## src/common/rt_pointer_pkg.sv

```systemverilog
// constants and register map for the remote terminal pointer block engine
// Overview of operation
// Overrun detection sets status bit zero
// Status read clears overrun unless still present
// Capture valid commands except 1553B transmit-last-command
// Last command register resets to 0410 hex
// Last command fields: address, direction, subaddress, count
// Stop self-test write halts all memory activity
// Stop self-test clears enable and active bits
// Stop self-test write data is ignored
// Data moves through 64K-word shared memory
// Host programs base config and pointer block first
// Host leaves base config alone during messages
// Config upper ten bits form address 15:6
// Low six bits from direction and subaddress
// Low bits forced: command, single mode, mode code
// Command word written to pointer slot zero
// Single mode receive uses and updates slot 31
// Mode data: pointer slot 32, low four code bits
// Transmit uses slots 33-62, pointer increments per word
// Mode bit one selects single receive buffer; the code uses base config bit 4
// Size exponent 3..15 gives 8..32K word buffers
// Size applies to single or every separate buffer
// Host sizes buffers for the longest message
package rt_pointer_pkg;
  // register indices; byte offset is index times four
  localparam logic [2:0] IDX_STATUS = 3'h0;
  localparam logic [2:0] IDX_LASTCMD = 3'h1;
  localparam logic [2:0] IDX_SST = 3'h2;
  localparam logic [2:0] IDX_PBC = 3'h3;
  localparam logic [2:0] IDX_CTL = 3'h4;
  localparam int IDX_LSB = 2;
  // status and control bit positions
  localparam int STAT_OVERRUN = 0;
  localparam int STAT_BMODE = 6;
  localparam int STAT_ST_ACTIVE = 11;
  localparam int STAT_MSG_ACTIVE = 15;
  localparam int CTL_ST_ENABLE = 0;
  localparam int CTL_BMODE = 1;
  // base config fields
  localparam int PBC_BASE_LSB = 6;
  localparam int PBC_SINGLE = 4;
  localparam int PBC_SIZE_MSB = 3;
  // reset values
  localparam logic [15:0] LASTCMD_RESET = 16'h0410;
  localparam logic [15:0] PBC_RESET = 16'h0000;
  // command word fields
  localparam int CMD_TR = 10;
  localparam int CMD_SA_MSB = 9;
  localparam int CMD_SA_LSB = 5;
  localparam int CMD_MC_MSB = 4;
  localparam logic [4:0] MODE_SA_LO = 5'h00;
  localparam logic [4:0] MODE_SA_HI = 5'h1f;
  localparam logic [4:0] MC_TX_LAST_CMD = 5'h12;
  // pointer block slots
  localparam logic [5:0] SLOT_CMD = 6'h00;
  localparam logic [5:0] SLOT_SINGLE = 6'h1f;
  localparam logic [5:0] SLOT_MODE = 6'h20;
  localparam logic [3:0] BSIZE_MIN = 4'h3;
  localparam logic [5:0] MAX_WORDS = 6'h20;
  // axi responses
  localparam logic [1:0] RESP_OKAY = 2'h0;
  localparam logic [1:0] RESP_SLVERR = 2'h2;
  typedef enum logic [2:0] {
    ST_IDLE = 3'b000,
    ST_CMD_WR = 3'b001,
    ST_PTR_RD = 3'b010,
    ST_XFER = 3'b011,
    ST_PTR_WR = 3'b100
  } dma_state_e;
endpackage : rt_pointer_pkg

```

## src/core/rt_pointer_block_addressing.sv

```systemverilog
// pointer block address generation, dma sequencing and axi registers
`timescale 1ns/1ns
module rt_pointer_block_addressing
  import rt_pointer_pkg::*;
#(
  parameter int ADDR_W = 5
)
(
  // clock and reset
  input wire logic aclk,
  input wire logic aresetn,
  // axi4-lite slave
  input wire logic [ADDR_W-1:0] awaddr,
  input wire logic awvalid,
  output logic awready,
  input wire logic [31:0] wdata,
  input wire logic [3:0] wstrb,
  input wire logic wvalid,
  output logic wready,
  output logic [1:0] bresp,
  output logic bvalid,
  input wire logic bready,
  input wire logic [ADDR_W-1:0] araddr,
  input wire logic arvalid,
  output logic arready,
  output logic [31:0] rdata,
  output logic [1:0] rresp,
  output logic rvalid,
  input wire logic rready,
  // decoded bus traffic
  input wire logic cmd_valid,
  input wire logic [15:0] cmd_word,
  input wire logic overrun_detect,
  input wire logic rx_word_valid,
  input wire logic [15:0] rx_word,
  output logic rx_word_ready,
  output logic tx_word_valid,
  output logic [15:0] tx_word,
  // shared memory dma master
  output logic dma_req,
  output logic dma_we,
  output logic [15:0] dma_addr,
  output logic [15:0] dma_wdata,
  input wire logic dma_ack,
  input wire logic [15:0] dma_rdata
);
  if (ADDR_W < 5) begin : g_bad_addr_w
    $error("ADDR_W too small for register map");
  end

  function automatic logic [2:0] reg_idx(input logic [ADDR_W-1:0] a);
    reg_idx = a[IDX_LSB+2:IDX_LSB];
  endfunction : reg_idx

  function automatic logic is_mode(input logic [15:0] c);
    is_mode = c[CMD_SA_MSB:CMD_SA_LSB] == MODE_SA_LO ||
              c[CMD_SA_MSB:CMD_SA_LSB] == MODE_SA_HI;
  endfunction : is_mode

  // exponents below the minimum are served as the minimum buffer
  function automatic logic [15:0] ring_inc(input logic [15:0] p,
                                           input logic [3:0] e);
    logic [3:0] x;
    logic [15:0] m;
    x = (e < BSIZE_MIN) ? BSIZE_MIN : e;
    m = 16'((32'h1 << x) - 32'h1);
    ring_inc = (p & ~m) | ((p + 16'h1) & m);
  endfunction : ring_inc

  logic aw_have_reg, w_have_reg;
  logic [ADDR_W-1:0] aw_addr_reg;
  logic [15:0] w_data_reg;
  logic [1:0] w_strb_reg;
  logic [15:0] last_command_reg, pointer_base_config_reg, cur_cmd_reg;
  logic overrun_reg, self_test_enable_reg, self_test_active_reg;
  logic b_mode_reg;
  dma_state_e state_reg;
  logic [15:0] work_ptr_reg;
  logic [5:0] words_left_reg;
  logic [15:0] status_word;
  logic [9:0] block_base;
  logic single_mode;
  logic [3:0] size_exp;
  logic wr_fire, ar_take, sst_hit, cmd_take, cmd_is_tlc;
  logic cur_mode, cur_tx, cur_need_ptr, cur_wb;
  logic [5:0] cur_slot;

  assign block_base = pointer_base_config_reg[15:PBC_BASE_LSB];
  assign single_mode = pointer_base_config_reg[PBC_SINGLE];
  assign size_exp = pointer_base_config_reg[PBC_SIZE_MSB:0];
  assign wr_fire = aw_have_reg && w_have_reg && !bvalid;
  assign ar_take = arvalid && arready;
  // write data is never looked at, only the access itself
  assign sst_hit = wr_fire && reg_idx(aw_addr_reg) == IDX_SST;
  assign cmd_take = cmd_valid && state_reg == ST_IDLE && !sst_hit;
  assign cmd_is_tlc = b_mode_reg && cmd_word[CMD_TR] && is_mode(cmd_word)
                      && cmd_word[CMD_MC_MSB:0] == MC_TX_LAST_CMD;
  assign cur_mode = is_mode(cur_cmd_reg);
  assign cur_tx = cur_cmd_reg[CMD_TR];
  // mode codes with data exist only in 1553B mode
  assign cur_need_ptr = !cur_mode || (b_mode_reg && cur_cmd_reg[CMD_MC_MSB]);
  assign cur_wb = !cur_mode && !cur_tx;

  always_comb
  begin
    if (cur_mode)
      cur_slot = SLOT_MODE;
    else if (!cur_tx && single_mode)
      cur_slot = SLOT_SINGLE;
    else
      cur_slot = cur_cmd_reg[CMD_TR:CMD_SA_LSB];
  end

  always_comb
  begin
    status_word = 16'h0000;
    status_word[STAT_OVERRUN] = overrun_reg;
    status_word[STAT_BMODE] = b_mode_reg;
    status_word[STAT_ST_ACTIVE] = self_test_active_reg;
    status_word[STAT_MSG_ACTIVE] = state_reg != ST_IDLE;
  end

  // axi write channels, taken in either order
  always_ff @(posedge aclk)
  begin
    if (!aresetn) begin
      aw_have_reg <= 1'b0;
      w_have_reg <= 1'b0;
      awready <= 1'b0;
      wready <= 1'b0;
      bvalid <= 1'b0;
      bresp <= RESP_OKAY;
      aw_addr_reg <= '0;
      w_data_reg <= 16'h0000;
      w_strb_reg <= 2'h0;
    end else begin
      if (awvalid && awready) begin
        aw_have_reg <= 1'b1;
        aw_addr_reg <= awaddr;
        awready <= 1'b0;
      end else if (!aw_have_reg) begin
        awready <= 1'b1;
      end
      if (wvalid && wready) begin
        w_have_reg <= 1'b1;
        w_data_reg <= wdata[15:0];
        w_strb_reg <= wstrb[1:0];
        wready <= 1'b0;
      end else if (!w_have_reg) begin
        wready <= 1'b1;
      end
      if (wr_fire) begin
        aw_have_reg <= 1'b0;
        w_have_reg <= 1'b0;
        bvalid <= 1'b1;
        bresp <= (reg_idx(aw_addr_reg) > IDX_CTL) ? RESP_SLVERR : RESP_OKAY;
      end else if (bready) begin
        bvalid <= 1'b0;
      end
    end
  end

  // axi read channel
  always_ff @(posedge aclk)
  begin
    if (!aresetn) begin
      arready <= 1'b0;
      rvalid <= 1'b0;
      rdata <= 32'h0000_0000;
      rresp <= RESP_OKAY;
    end else if (ar_take) begin
      arready <= 1'b0;
      rvalid <= 1'b1;
      rresp <= RESP_OKAY;
      case (reg_idx(araddr))
        IDX_STATUS: rdata <= {16'h0000, status_word};
        IDX_LASTCMD: rdata <= {16'h0000, last_command_reg};
        IDX_SST: rdata <= 32'h0000_0000;
        IDX_PBC: rdata <= {16'h0000, pointer_base_config_reg};
        IDX_CTL: rdata <= {30'h0, b_mode_reg, self_test_enable_reg};
        default:
        begin
          rdata <= 32'h0000_0000;
          rresp <= RESP_SLVERR;
        end
      endcase
    end else if (rvalid && rready) begin
      rvalid <= 1'b0;
      arready <= 1'b1;
    end else if (!rvalid) begin
      arready <= 1'b1;
    end
  end

  // host-written configuration
  always_ff @(posedge aclk)
  begin
    if (!aresetn) begin
      pointer_base_config_reg <= PBC_RESET;
      self_test_enable_reg <= 1'b0;
      b_mode_reg <= 1'b0;
    end else if (sst_hit) begin
      self_test_enable_reg <= 1'b0;
    end else if (wr_fire) begin
      if (reg_idx(aw_addr_reg) == IDX_PBC) begin
        if (w_strb_reg[0])
          pointer_base_config_reg[7:0] <= w_data_reg[7:0];
        if (w_strb_reg[1])
          pointer_base_config_reg[15:8] <= w_data_reg[15:8];
      end
      if (reg_idx(aw_addr_reg) == IDX_CTL && w_strb_reg[0]) begin
        self_test_enable_reg <= w_data_reg[CTL_ST_ENABLE];
        b_mode_reg <= w_data_reg[CTL_BMODE];
      end
    end
  end

  always_ff @(posedge aclk)
  begin
    if (!aresetn)
      self_test_active_reg <= 1'b0;
    else if (sst_hit)
      self_test_active_reg <= 1'b0;
    else
      self_test_active_reg <= self_test_enable_reg;
  end

  // a fresh overrun wins over the clearing read
  always_ff @(posedge aclk)
  begin
    if (!aresetn)
      overrun_reg <= 1'b0;
    else if (overrun_detect)
      overrun_reg <= 1'b1;
    else if (ar_take && reg_idx(araddr) == IDX_STATUS)
      overrun_reg <= 1'b0;
  end

  always_ff @(posedge aclk)
  begin
    if (!aresetn)
      last_command_reg <= LASTCMD_RESET;
    else if (cmd_take && !cmd_is_tlc)
      last_command_reg <= cmd_word;
  end

  // dma sequencer over the 64K-word shared memory
  always_ff @(posedge aclk)
  begin
    if (!aresetn) begin
      state_reg <= ST_IDLE;
      dma_req <= 1'b0;
      dma_we <= 1'b0;
      dma_addr <= 16'h0000;
      dma_wdata <= 16'h0000;
      cur_cmd_reg <= 16'h0000;
      work_ptr_reg <= 16'h0000;
      words_left_reg <= 6'h00;
      rx_word_ready <= 1'b0;
      tx_word_valid <= 1'b0;
      tx_word <= 16'h0000;
    end else if (sst_hit) begin
      state_reg <= ST_IDLE;
      dma_req <= 1'b0;
      rx_word_ready <= 1'b0;
      tx_word_valid <= 1'b0;
    end else begin
      tx_word_valid <= 1'b0;
      case (state_reg)
        ST_IDLE:
        begin
          if (cmd_take) begin
            cur_cmd_reg <= cmd_word;
            state_reg <= cmd_is_tlc ? ST_PTR_RD : ST_CMD_WR;
            dma_req <= 1'b1;
            dma_we <= !cmd_is_tlc;
            dma_wdata <= cmd_word;
            // the tlc slot is the mode slot; others store the command
            dma_addr <= {block_base, cmd_is_tlc ? SLOT_MODE : SLOT_CMD};
          end
        end
        ST_CMD_WR:
        begin
          if (dma_ack) begin
            dma_req <= cur_need_ptr;
            dma_we <= 1'b0;
            dma_addr <= {block_base, cur_slot};
            state_reg <= cur_need_ptr ? ST_PTR_RD : ST_IDLE;
          end
        end
        ST_PTR_RD:
        begin
          if (dma_ack) begin
            dma_req <= 1'b0;
            state_reg <= ST_XFER;
            rx_word_ready <= !cur_tx;
            if (cur_mode) begin
              work_ptr_reg <= {dma_rdata[15:4], cur_cmd_reg[3:0]};
              words_left_reg <= 6'h01;
            end else begin
              work_ptr_reg <= dma_rdata;
              words_left_reg <= (cur_cmd_reg[CMD_MC_MSB:0] == 5'h00) ?
                                MAX_WORDS : {1'b0, cur_cmd_reg[4:0]};
            end
          end
        end
        ST_XFER:
        begin
          if (dma_ack) begin
            dma_req <= 1'b0;
            tx_word_valid <= cur_tx;
            tx_word <= cur_tx ? dma_rdata : tx_word;
            // receive pointers wrap inside the buffer size
            work_ptr_reg <= cur_tx ? work_ptr_reg + 16'h1
                            : ring_inc(work_ptr_reg, size_exp);
            words_left_reg <= words_left_reg - 6'h01;
            if (words_left_reg == 6'h01) begin
              rx_word_ready <= 1'b0;
              state_reg <= cur_wb ? ST_PTR_WR : ST_IDLE;
              dma_req <= cur_wb;
              dma_we <= 1'b1;
              dma_addr <= {block_base, cur_slot};
              dma_wdata <= ring_inc(work_ptr_reg, size_exp);
            end else begin
              rx_word_ready <= !cur_tx;
            end
          end else if (!dma_req) begin
            if (cur_tx) begin
              dma_req <= 1'b1;
              dma_we <= 1'b0;
              dma_addr <= work_ptr_reg;
            end else if (rx_word_valid && rx_word_ready) begin
              rx_word_ready <= 1'b0;
              dma_req <= 1'b1;
              dma_we <= 1'b1;
              dma_addr <= work_ptr_reg;
              dma_wdata <= rx_word;
            end
          end
        end
        ST_PTR_WR:
        begin
          if (dma_ack) begin
            dma_req <= 1'b0;
            state_reg <= ST_IDLE;
          end
        end
        default:
        begin
          state_reg <= ST_IDLE;
          dma_req <= 1'b0;
        end
      endcase
    end
  end
endmodule : rt_pointer_block_addressing

```

## config.mk

```make
export PLATFORM = sky130hd
export DESIGN_NAME = rt_pointer_block_addressing
export DESIGN_NICKNAME = d
export VERILOG_FILES = /design/src/common/rt_pointer_pkg.sv /design/src/core/rt_pointer_block_addressing.sv
export SDC_FILE = /design/constraint.sdc
export NUM_CORES = 1
export LEC_CHECK = 0
export BUFFER_PORTS_ARGS = -buffer_cell sky130_fd_sc_hd__buf_4
export CAP_MARGIN = 10
export CORE_ASPECT_RATIO = 1.25
export CORE_MARGIN = 4
export CORE_UTILIZATION = 35
export CTS_CLUSTER_DIAMETER = 120
export DETAILED_ROUTE_END_ITERATION = 16
export SLEW_MARGIN = 10
export SYNTH_ARGS = -nofsm -noshare
export SYNTH_HDL_FRONTEND = slang
export SYNTH_SLANG_ARGS = --single-unit
```

## constraint.sdc

```tcl
create_clock -name aclk -period 5.7 [get_ports aclk]
set_clock_uncertainty 0.05 [all_clocks]
set_input_delay 1.14 -clock aclk [delete_from_list [all_inputs] [get_ports aclk]]
set_output_delay 1.14 -clock aclk [all_outputs]
set_load 0.03 [all_outputs]
```

==> summary.txt, run 1 <==
Worst setup path
  • Crit path arrival time: 3.25 ns
  • Max incr delay on CP: 0.97 ns
  • Critical path capture point type: flip-flop
  • Origin of the critical flop-to-flop path: state_reg[2]$_SDFFE_PP0P_
  • Top delay family on crit path: compound AO/OA/AOI/OAI gates
  • Critical path origin: dma_ack
  • Crit path buffers/inverters: 1
  • Worst-path fanout max: 24
  • Crit path cell chain: buf_4 -> nand2_1 -> a211oi_2 -> o21ai_0 -> a222oi_1 -> nor2_1
  • Worst EP required: 5.97 ns
  • WS Path Type: in2reg
  • CP Launch Type: input pin
  • Crit-path slowest cell: a211oi_2
  • Worst reg-to-reg setup slack: 2.81 ns

Timing
  • Pins Over Slew Limit: 0
  • Final setup viols: 0
  • Minimum clock period: 2.98 ns
  • Worst Tran Pin Value: 1.22 ns
  • Setup repair after global routing missed its margin: false
  • Endpoints failing hold: 0
  • Normalized max-slew margin: 0.187
  • Max Clk Rate: 336 MHz
  • Post-route setup TNS: 0 ns
  • Tcrit/Tclk final: 0.523

Logic synthesis
  • Share of flip-flops with an asynchronous set or reset: 0
  • Simple-Gate Fraction of Synth Area: 0.206
  • Post-Synth XOR/XNOR Area: 0.0126
  • Mux cell area share after synthesis: 0.0925
  • Syn Inst Count: 1026
  • Synth warn: 0
  • Synth Area in Adders: 0.00599
  • Top cell type by total area after synthesis: dfxtp_1
  • Dominant synthesized flop cell: dfxtp_1
  • Syn_area_per_cell: 8.15 um2
  • Post-synth top area share: 0.407
  • Yosys reg bits: 170
  • Main combinational cell family by area after synthesis: compound AO/OA/AOI/OAI gates
  • Seq/Total Area, Yosys: 0.407
  • Post-synth EDFFs: 0
  • Synth unique cells: 78
  • Post-synthesis compound-gate area fraction: 0.208
  • Synth top area cells: dfxtp_1 41%, mux2i_1 7.9%, nand2_1 6.9%, a21oi_1 5.3%, nor2_1 4.4%
  • Post-Syn Area: 8360 um2

Job
  • Max_cap viols: 0

Clocking
  • # resized after CTS: 0
  • H-tree depth: 4
  • CTS tree: built
  • Num Clock Sinks: 170
  • Clock Latency Late Sink: 0.43 ns
  • Hold buffer count at CTS: 0
  • Post-CTS Setup Bufs: 0
  • Root Buffer: clkbuf_16
  • TritonCTS buffer count: 17
  • Clock Pin Slew Worst Setup and Hold Paths: 0.07 ns
  • Longest Clk Path Bufs: 2

Floorplanning
  • Chip height: 181 um
  • Initial Util: 0.359
  • # IOs: 198
  • Die X: 146 um
  • Core area: 23300 um2
  • Row cnt: 62
  • Die area: 26400 um2

Finish
  • Fill count: 2376
  • Commonest cells after routing, fill and taps aside: 170 x dfxtp_1, 163 x buf_4, 154 x nand2_1
  • # diodes: 0
  • Nets@finish: 1234
  • Most common cell after layout, fill and taps aside: dfxtp_1
  • Share of layout cells above drive strength 1: 0.186
  • Area grow syn2layout: 21.0%
  • Layout Utilization: 0.435

Global route
  • Overall Global Routing Usage: 0.200
  • Vias in the first global route: 7344
  • Initial antenna violation count: 0
  • Pin count of the biggest net entering global routing: 77
  • First-pass GRT wire length: 42000 um
  • GR Overflow Total: 0

Placed design
  • GP Congestion: 0.884
  • I/O Buffers: 157
  • Final HPWL DP: 19600 um

Route
  • DR DRC count: 0
  • Via Count: 7811
  • Routed wire per std cell: 19.0 um
  • Vias/cell: 5.48
  • Routed Antenna Nets: 0
  • Drt total wl: 27100 um
  • Initial DRC count: 582
  • First-pass DRT Iterations: 5

Min path
  • HP Start: w_data_reg[8]$_SDFFE_PN0P_
  • Worst Hold Class: reg2reg

Power
  • P per Cell Area: 367 nW/um2
  • Pleak: 4.10 nW
  • Peak VDD IR: 0.238 mV
  • Total Power: 3.71 mW

Status
  • Status: completed
[through the flow]
stage                     hold slack, ns  std cells  setup slack, ns  area (um2)
after floorplan                    0.384       1044             3.01        8430
after global placement             0.387       1394             2.35        9510
after detailed placement           0.396       1394             2.32        9510
after CTS                          0.407       1426             2.76       10100
after global routing               0.419       1426             2.48       10100
final                              0.404       1426             2.72       10100
[worst register-to-register path: stages, from the launching register on]
cell and delay, ns:
dfxtp_1 0.60, or4b_4 0.66, a22oi_1 0.16, o21a_1 0.89
mux2_1 0.39, o21ai_1 0.07
[cell type report]
| type | count | area [um2] | area share |
|---|---|---|---|
| flip-flops and latches | 170 | 3400 | 0.336 |
| clock buffers | 18 | 439 | 0.0434 |
| repair buffers | 163 | 1220 | 0.121 |
| clock inverters | 14 | 173 | 0.0171 |
| multi-input cells | 760 | 4470 | 0.442 |
| inverters | 13 | 50.0 | 0.00495 |
| well taps | 288 | 360 | 0.0356 |
[cells in the mapped netlist, drive strengths merged, types with 6 or more instances]
library cell and count:
a31oi 17, and3 12, nand3 26, nor3 16, xor2 7, o22ai 6
a211oi 21, nand2b 6, nand4 15, dfxtp 170, mux2i 67, nor2 97
o21ai 69, a21oi 90, and2 6, o211ai 7, clkbuf 47, nand2 154
a221oi 8, o21a 10, inv 12, nor2b 6, nor4 11, buf 54
mux2 8
[worst paths after layout]
kind | to | depth (start not counted)
worst max-delay path | work_ptr_reg[3]$_SDFFE_PN0P_ | 6
worst min-delay path | w_data_reg[8]$_SDFFE_PN0P_ | 2
worst max register to register | dma_wdata[10]$_SDFFE_PN0P_ | 5
worst min register to register | w_data_reg[8]$_SDFFE_PN0P_ | 2
[logic make-up (layout without fill, tap and decap cells)]
kind of cell / Yosys count / in the layout
DFF: 170 / 170
other: 2 / 20
buffers and inverters: 114 / 208
AOI/OAI and AO/OA: 275 / 275
and+or+nand+nor: 374 / 374
muxes: 75 / 75
adders and majority gates: 4 / 4
xor gates and xnor gates: 12 / 12
[per-layer routing]
layer | track usage | share of wire | vias up
li1 | - | - | 3835
met1 | 0.266 | 0.43 | 3648
met2 | 0.319 | 0.46 | 284
met3 | 0.0414 | 0.075 | 44
met4 | 0.0794 | 0.032 | 0
met5 | 0 | 0 | -
[where the power goes]
group	internal, mW	switching [mW]	leakage [nW]
clock	0.678	0.535	0.297
sequential	1.33	0.156	1.38
combinational	0.385	0.625	2.42
No activity file was read; power rests on OpenSTA's default activity.
==> run 2, diff against run 1 <==
--- a/config.mk
+++ b/config.mk
@@ -5,6 +5,7 @@
 export SDC_FILE = /design/constraint.sdc
 export NUM_CORES = 1
 export LEC_CHECK = 0
+export ABC_AREA = 1
 export BUFFER_PORTS_ARGS = -buffer_cell sky130_fd_sc_hd__buf_4
 export CAP_MARGIN = 10
 export CORE_ASPECT_RATIO = 1.25
==> constraint.sdc (replaced) <==
create_clock -name aclk -period 2.7 [get_ports aclk]
set_clock_uncertainty 0.05 [all_clocks]
set_input_delay 0.54 -clock aclk [delete_from_list [all_inputs] [get_ports aclk]]
set_output_delay 0.54 -clock aclk [all_outputs]
set_load 0.03 [all_outputs]
==> run 2 against run 1 <==
Worst hold slack got worse by 0.15 ns; wire length grew 4.0%; clock-buffer cell count down 1; sequential power increased by 120%; register-to-register slack lost 2.2 ns.
==> summary.txt, run 2 <==
Status
  • Status: completed

Worst setup path
  • CP Launch Type: flip-flop
  • R2R cell count: 9
  • R2r endpoint: dma_wdata[1]$_SDFFE_PN0P_
  • Worst-path fanout max: 16
  • Most used cell, CP: nand2_1
  • Worst EP required: 2.99 ns
  • Crit path arrival time: 2.40 ns
  • Origin of the critical flop-to-flop path: state_reg[0]$_SDFFE_PP0P_
  • Worst reg-to-reg setup slack: 0.59 ns
  • Critical path capture point type: flip-flop
  • Max incr delay on CP: 0.45 ns
  • WS Path Type: reg2reg
  • Crit-path slowest cell: dfxtp_1
  • Crit path cell chain: nand3_4 -> inv_2 -> nand2_1 -> nand2_1 -> nand2_2 -> inv_1 -> nand2_1 -> nand2_1 -> nor2_1

Route
  • DR DRC count: 0
  • Routed wire per std cell: 16.4 um
  • Drt total wl: 28100 um
  • Via Count: 8541
  • Vias/cell: 4.97
  • Routed Antenna Nets: 0
  • Initial DRC count: 587
  • First-pass DRT Iterations: 5

Logic synthesis
  • Main combinational cell family by area after synthesis: simple AND/OR/NAND/NOR gates
  • Yosys reg bits: 170
  • Dominant synthesized flop cell: dfxtp_1
  • Post-Synth XOR/XNOR Area: 0.00414
  • Synth warn: 0
  • Top cell type by total area after synthesis: dfxtp_1
  • Mux cell area share after synthesis: 0
  • Top-count cell post-synth: nand2_1
  • Synth unique cells: 44
  • Synth Area in Adders: 0.00592
  • Post-synthesis compound-gate area fraction: 0.214
  • Post-synth top area share: 0.403
  • Share of flip-flops with an asynchronous set or reset: 0
  • Synth top area cells: dfxtp_1 40%, nand2_1 10%, o21ai_0 9.5%, a21oi_1 7.0%, nor2_1 6.8%
  • Syn_area_per_cell: 6.77 um2
  • Syn Inst Count: 1248
  • Post-synth EDFFs: 0
  • Simple-Gate Fraction of Synth Area: 0.263
  • Commonest cells in the netlist: 233 x nand2_1, 170 x dfxtp_1, 161 x o21ai_0
  • Post-Syn Area: 8450 um2
  • Seq/Total Area, Yosys: 0.403

Clocking
  • TritonCTS buffer count: 17
  • Clock Pin Slew Worst Setup and Hold Paths: 0.08 ns
  • H-tree depth: 4
  • Clock Latency Late Sink: 0.43 ns
  • Num Clock Sinks: 170
  • Post-CTS Setup Bufs: 0
  • # resized after CTS: 0
  • Longest Clk Path Bufs: 2
  • CTS tree: built
  • Root Buffer: clkbuf_16
  • Hold buffer count at CTS: 0

Placed design
  • Dpl cells: 1686
  • Area of placed instances: 9830 um2
  • GP Congestion: 0.925
  • Final HPWL DP: 21700 um
  • Pre-CTS setup slack: 0.551 ns
  • I/O Buffers: 157

Timing
  • Tcrit/Tclk final: 0.782
  • Pins Over Slew Limit: 0
  • Worst Tran Pin Value: 0.608 ns
  • Normalized max-slew margin: 0.593
  • Final setup viols: 0
  • Post-route setup TNS: 0 ns
  • Final WS setup: 0.590 ns
  • Setup repair after global routing missed its margin: false
  • Endpoints failing hold: 0
  • Max Clk Rate: 474 MHz
  • Minimum clock period: 2.11 ns

Global route
  • Overall Global Routing Usage: 0.205
  • First-pass GRT wire length: 43000 um
  • GR Overflow Total: 0
  • Initial antenna violation count: 0
  • Pin count of the biggest net entering global routing: 101
  • Vias in the first global route: 7876

Min path
  • Worst Hold Depth: 2
  • Worst hold endpoint: bvalid$_SDFFE_PN0P_
  • Worst Hold Class: in2reg
  • HP Start: bready

Finish
  • Most common cell after layout, fill and taps aside: nand2_1
  • Layout Utilization: 0.440
  • Commonest cells after routing, fill and taps aside: 233 x nand2_1, 174 x buf_4, 170 x dfxtp_1
  • Final cell count without fillers: 1718
  • # diodes: 0
  • Final instance area: 10400 um2
  • Share of layout cells above drive strength 1: 0.179
  • Area grow syn2layout: 23.4%
  • Nets@finish: 1489

Floorplanning
  • Initial Util: 0.356
  • Core area: 23700 um2
  • Die area: 26700 um2
  • Die X: 147 um
  • # IOs: 198
  • Row cnt: 63
  • Chip height: 182 um

Job
  • Max_cap viols: 0

Power
  • P per Cell Area: 887 nW/um2
  • Pleak: 4.43 nW
  • Peak VDD IR: 0.458 mV
## run 2: cell types whose count changed after synthesis, moves of 11 or more
cell,delta
nand3_1,+64
a31oi_1,-12
a211oi_1,-19
nor3_1,-11
nor2_2,+12
inv_1,+109
clkbuf_1,-12
mux2i_1,-66
nand2_1,+79
and3_1,-12
a21oi_1,+30
o21ai_0,+95
nor2_1,+56
## run 2: final cells by class
type | instances | area (um2)
clock buffers | 17 | 425
clock inverters | 15 | 176
fillers | 2521 | 13300
inverters | 133 | 499
multi-input cells | 883 | 4200
flip-flops and latches | 170 | 3400
well taps | 325 | 407
repair buffers | 175 | 1330
## run 2: metrics by stage
step | power (mW) | hold slack (ns)
detailed placement | 6.80 | 0.386
CTS | 9.32 | 0.245
finish | 9.26 | 0.257
global route | 9.84 | 0.248
floorplan | 5.73 | 0.381
global placement | 6.77 | 0.382
## run 2: worst max-delay path by stage
stage                                        start                        end  slack (ns)
floorplan                                  dma_ack   tx_word[10]$_SDFFE_PN0P_        0.97
global route        words_left_reg[1]$_SDFFE_PN0P_  dma_wdata[6]$_SDFFE_PN0P_        0.40
CTS                      state_reg[0]$_SDFFE_PP0P_  dma_wdata[1]$_SDFFE_PN0P_        0.61
detailed placement                   rx_word_valid  dma_wdata[1]$_SDFFE_PN0P_        0.55
global placement                     rx_word_valid  dma_wdata[1]$_SDFFE_PN0P_        0.57
finish                   state_reg[0]$_SDFFE_PP0P_  dma_wdata[1]$_SDFFE_PN0P_        0.59
## run 2: critical path, delay by kind of cell, from the launching register on
kind,cells,cell delay (ns)
and+or+nand+nor,7,1.03
buffers and inverters,2,0.48
DFF,1,0.45
## run 2: kinds of logic (layout without fill, tap and decap cells)
| kind of cell | Yosys count | after routing |
|---|---|---|
| flops | 170 | 170 |
| other cells | 2 | 20 |
| xor+xnor | 4 | 4 |
| buf+inv | 213 | 340 |
| fa+ha+maj | 4 | 4 |
| compound gates | 333 | 333 |
| simple gates | 522 | 522 |
## run 2: power breakdown
group,switching [mW],internal (mW)
logic,2.32,1.13
registers,0.387,2.92
clock network,1.17,1.32
## run 2: routing by layer
metal  part of all wire  global-route usage
met1               0.41               0.244
met3              0.048              0.0337
met5                  0                   0
met4              0.039              0.0895
met2               0.50               0.361
==> run 3, diff against run 2 <==
==> constraint.sdc (replaced) <==
create_clock -name aclk -period 1.8 [get_ports aclk]
set_clock_uncertainty 0.05 [all_clocks]
set_input_delay 0.36 -clock aclk [delete_from_list [all_inputs] [get_ports aclk]]
set_output_delay 0.36 -clock aclk [all_outputs]
set_load 0.03 [all_outputs]
==> run 3 against run 2 <==
Critical path depth is the same; critical endpoint is now work_ptr_reg[11]$_SDFFE_PN0P_; highest routed layer unchanged; total power up 59%; worst hold slack worse by 0.19 ns; core utilization rose by 2.5 points; combinational power grew 71%; wire length grew 1.9%; setup slack lost 0.47 ns; largest power group unchanged; clock power is 56% higher.
==> summary.txt, run 3 (synthesis gave the netlist of run 2 again) <==
Status
  • Status: completed

Worst setup path
  • Worst-path fanout max: 6
  • WS Path Type: reg2reg
  • Origin of the critical flop-to-flop path: work_ptr_reg[3]$_SDFFE_PN0P_
  • Critical path capture point type: flip-flop
  • Crit path arrival time: 1.96 ns
  • R2r endpoint: work_ptr_reg[11]$_SDFFE_PN0P_
  • CP Capture Point: work_ptr_reg[11]$_SDFFE_PN0P_
  • Worst reg-to-reg setup slack: 0.12 ns
  • Critical path origin: work_ptr_reg[3]$_SDFFE_PN0P_
  • CP Launch Type: flip-flop
  • R2R cell count: 9
  • Worst EP required: 2.08 ns

Route
  • DR DRC count: 0
  • Vias/cell: 4.90
  • Routed Antenna Nets: 0
  • First-pass DRT Iterations: 5
  • Routed wire per std cell: 16.1 um
  • Drt total wl: 28700 um
  • Initial DRC count: 554
  • Via Count: 8729

Min path
  • Worst Hold Class: in2reg
  • HP Start: bready

Timing
  • Endpoints failing hold: 0
  • Setup repair after global routing missed its margin: false
  • Final setup viols: 0
  • Minimum clock period: 1.68 ns
  • Max Clk Rate: 596 MHz
  • Post-route setup TNS: 0 ns
  • Pins Over Slew Limit: 0
  • Tcrit/Tclk final: 0.933
  • Final WS setup: 0.121 ns
  • Hold WS: 0.0722 ns

Clocking
  • Clock Latency Late Sink: 0.44 ns
  • CTS tree: built
  • TritonCTS buffer count: 17
  • H-tree depth: 4
  • Longest Clk Path Bufs: 2
  • Num Clock Sinks: 170
  • Root Buffer: clkbuf_16
  • Clock Pin Slew Worst Setup and Hold Paths: 0.07 ns

Placed design
  • Pre-CTS setup slack: 0.0312 ns
  • Final HPWL DP: 22600 um
  • GP Congestion: 0.895
  • Dpl cells: 1749
  • I/O Buffers: 157

Floorplanning
  • Initial Util: 0.356
  • # IOs: 198
  • Chip height: 182 um
  • Row cnt: 63
  • Die X: 147 um
  • Core area: 23700 um2
  • Die area: 26700 um2

Global route
  • Grt met2 use: 0.373
  • Vias in the first global route: 8191
  • Grt met3 use: 0.0330
  • Initial antenna violation count: 0
  • GR Overflow Total: 0
  • Overall Global Routing Usage: 0.208
  • Busiest grt layer: met2
  • Pin count of the biggest net entering global routing: 80
  • First-pass GRT wire length: 43900 um
  • Met1 Usage GRT: 0.249

Finish
  • Share of layout cells above drive strength 1: 0.224
  • Most common cell after layout, fill and taps aside: buf_4
  • # diodes: 0
  • Commonest cells after routing, fill and taps aside: 235 x buf_4, 232 x nand2_1, 166 x dfxtp_1
  • Final cell count without fillers: 1783
  • Nets@finish: 1554
  • Area grow syn2layout: 30.6%
  • Fill count: 2471

Power
  • Pleak: 4.79 nW
  • Peak VDD IR: 0.859 mV
  • P per Cell Area: 1330 nW/um2
  • Total Power: 14.7 mW

Job
  • Max_cap viols: 0
run 3: layout make-up:
type / count / area (um2) / area share
clock inverter: 15 / 200 / 0.0181
sequential: 170 / 3410 / 0.309
inverter: 133 / 502 / 0.0455
tap: 325 / 407 / 0.0368
multi-input combinational: 883 / 4230 / 0.383
timing repair buffer: 240 / 1860 / 0.169
clock buffer: 17 / 425 / 0.0385
run 3: worst min-delay path by stage:
stage / to / slack, ns / depth (start not counted)
floorplan: self_test_active_reg$_SDFF_PP0_ / 0.38 / 2
global placement: tx_word[4]$_SDFFE_PN0P_ / 0.38 / 2
detailed placement: tx_word[11]$_SDFFE_PN0P_ / 0.39 / 2
CTS: bvalid$_SDFFE_PN0P_ / 0.06 / 2
global route: bvalid$_SDFFE_PN0P_ / 0.07 / 2
finish: bvalid$_SDFFE_PN0P_ / 0.07 / 2
run 3: metrics by stage:
stage	area (um2)	util
after floorplan	8520	-
after global placement	10400	0.436
after detailed placement	10400	0.436
after CTS	11000	0.463
after global routing	11000	0.465
final	11000	0.465
run 3: timing repair:
| action | CTS | global route |
|---|---|---|
| hold buffers | 0 | 0 |
| setup endpoints to repair | 0 | 39 |
| setup buffers | 0 | 2 |
| gates resized for setup | 0 | 20 |
run 3: layer usage:
layer  vias up  wire, um
li1       4455         -
met3        51      1290
met4         0       939
met1      3992     11600
met2       231     14800
met5         -         0
run 3: where the power goes:
| group | switching, mW | internal [mW] |
|---|---|---|
| logic | 3.68 | 2.23 |
| registers | 0.503 | 4.39 |
| clock network | 1.78 | 2.14 |
run 3: critical path, stage by stage (launching register included):
cell	delay [ns]
dfxtp_1	0.44
nand2_1	0.15
nor2_2	0.15
nand2_1	0.15
nor2_2	0.22
inv_1	0.08
nand3_1	0.11
nand3_1	0.08
nand2_1	0.10
a21oi_1	0.06
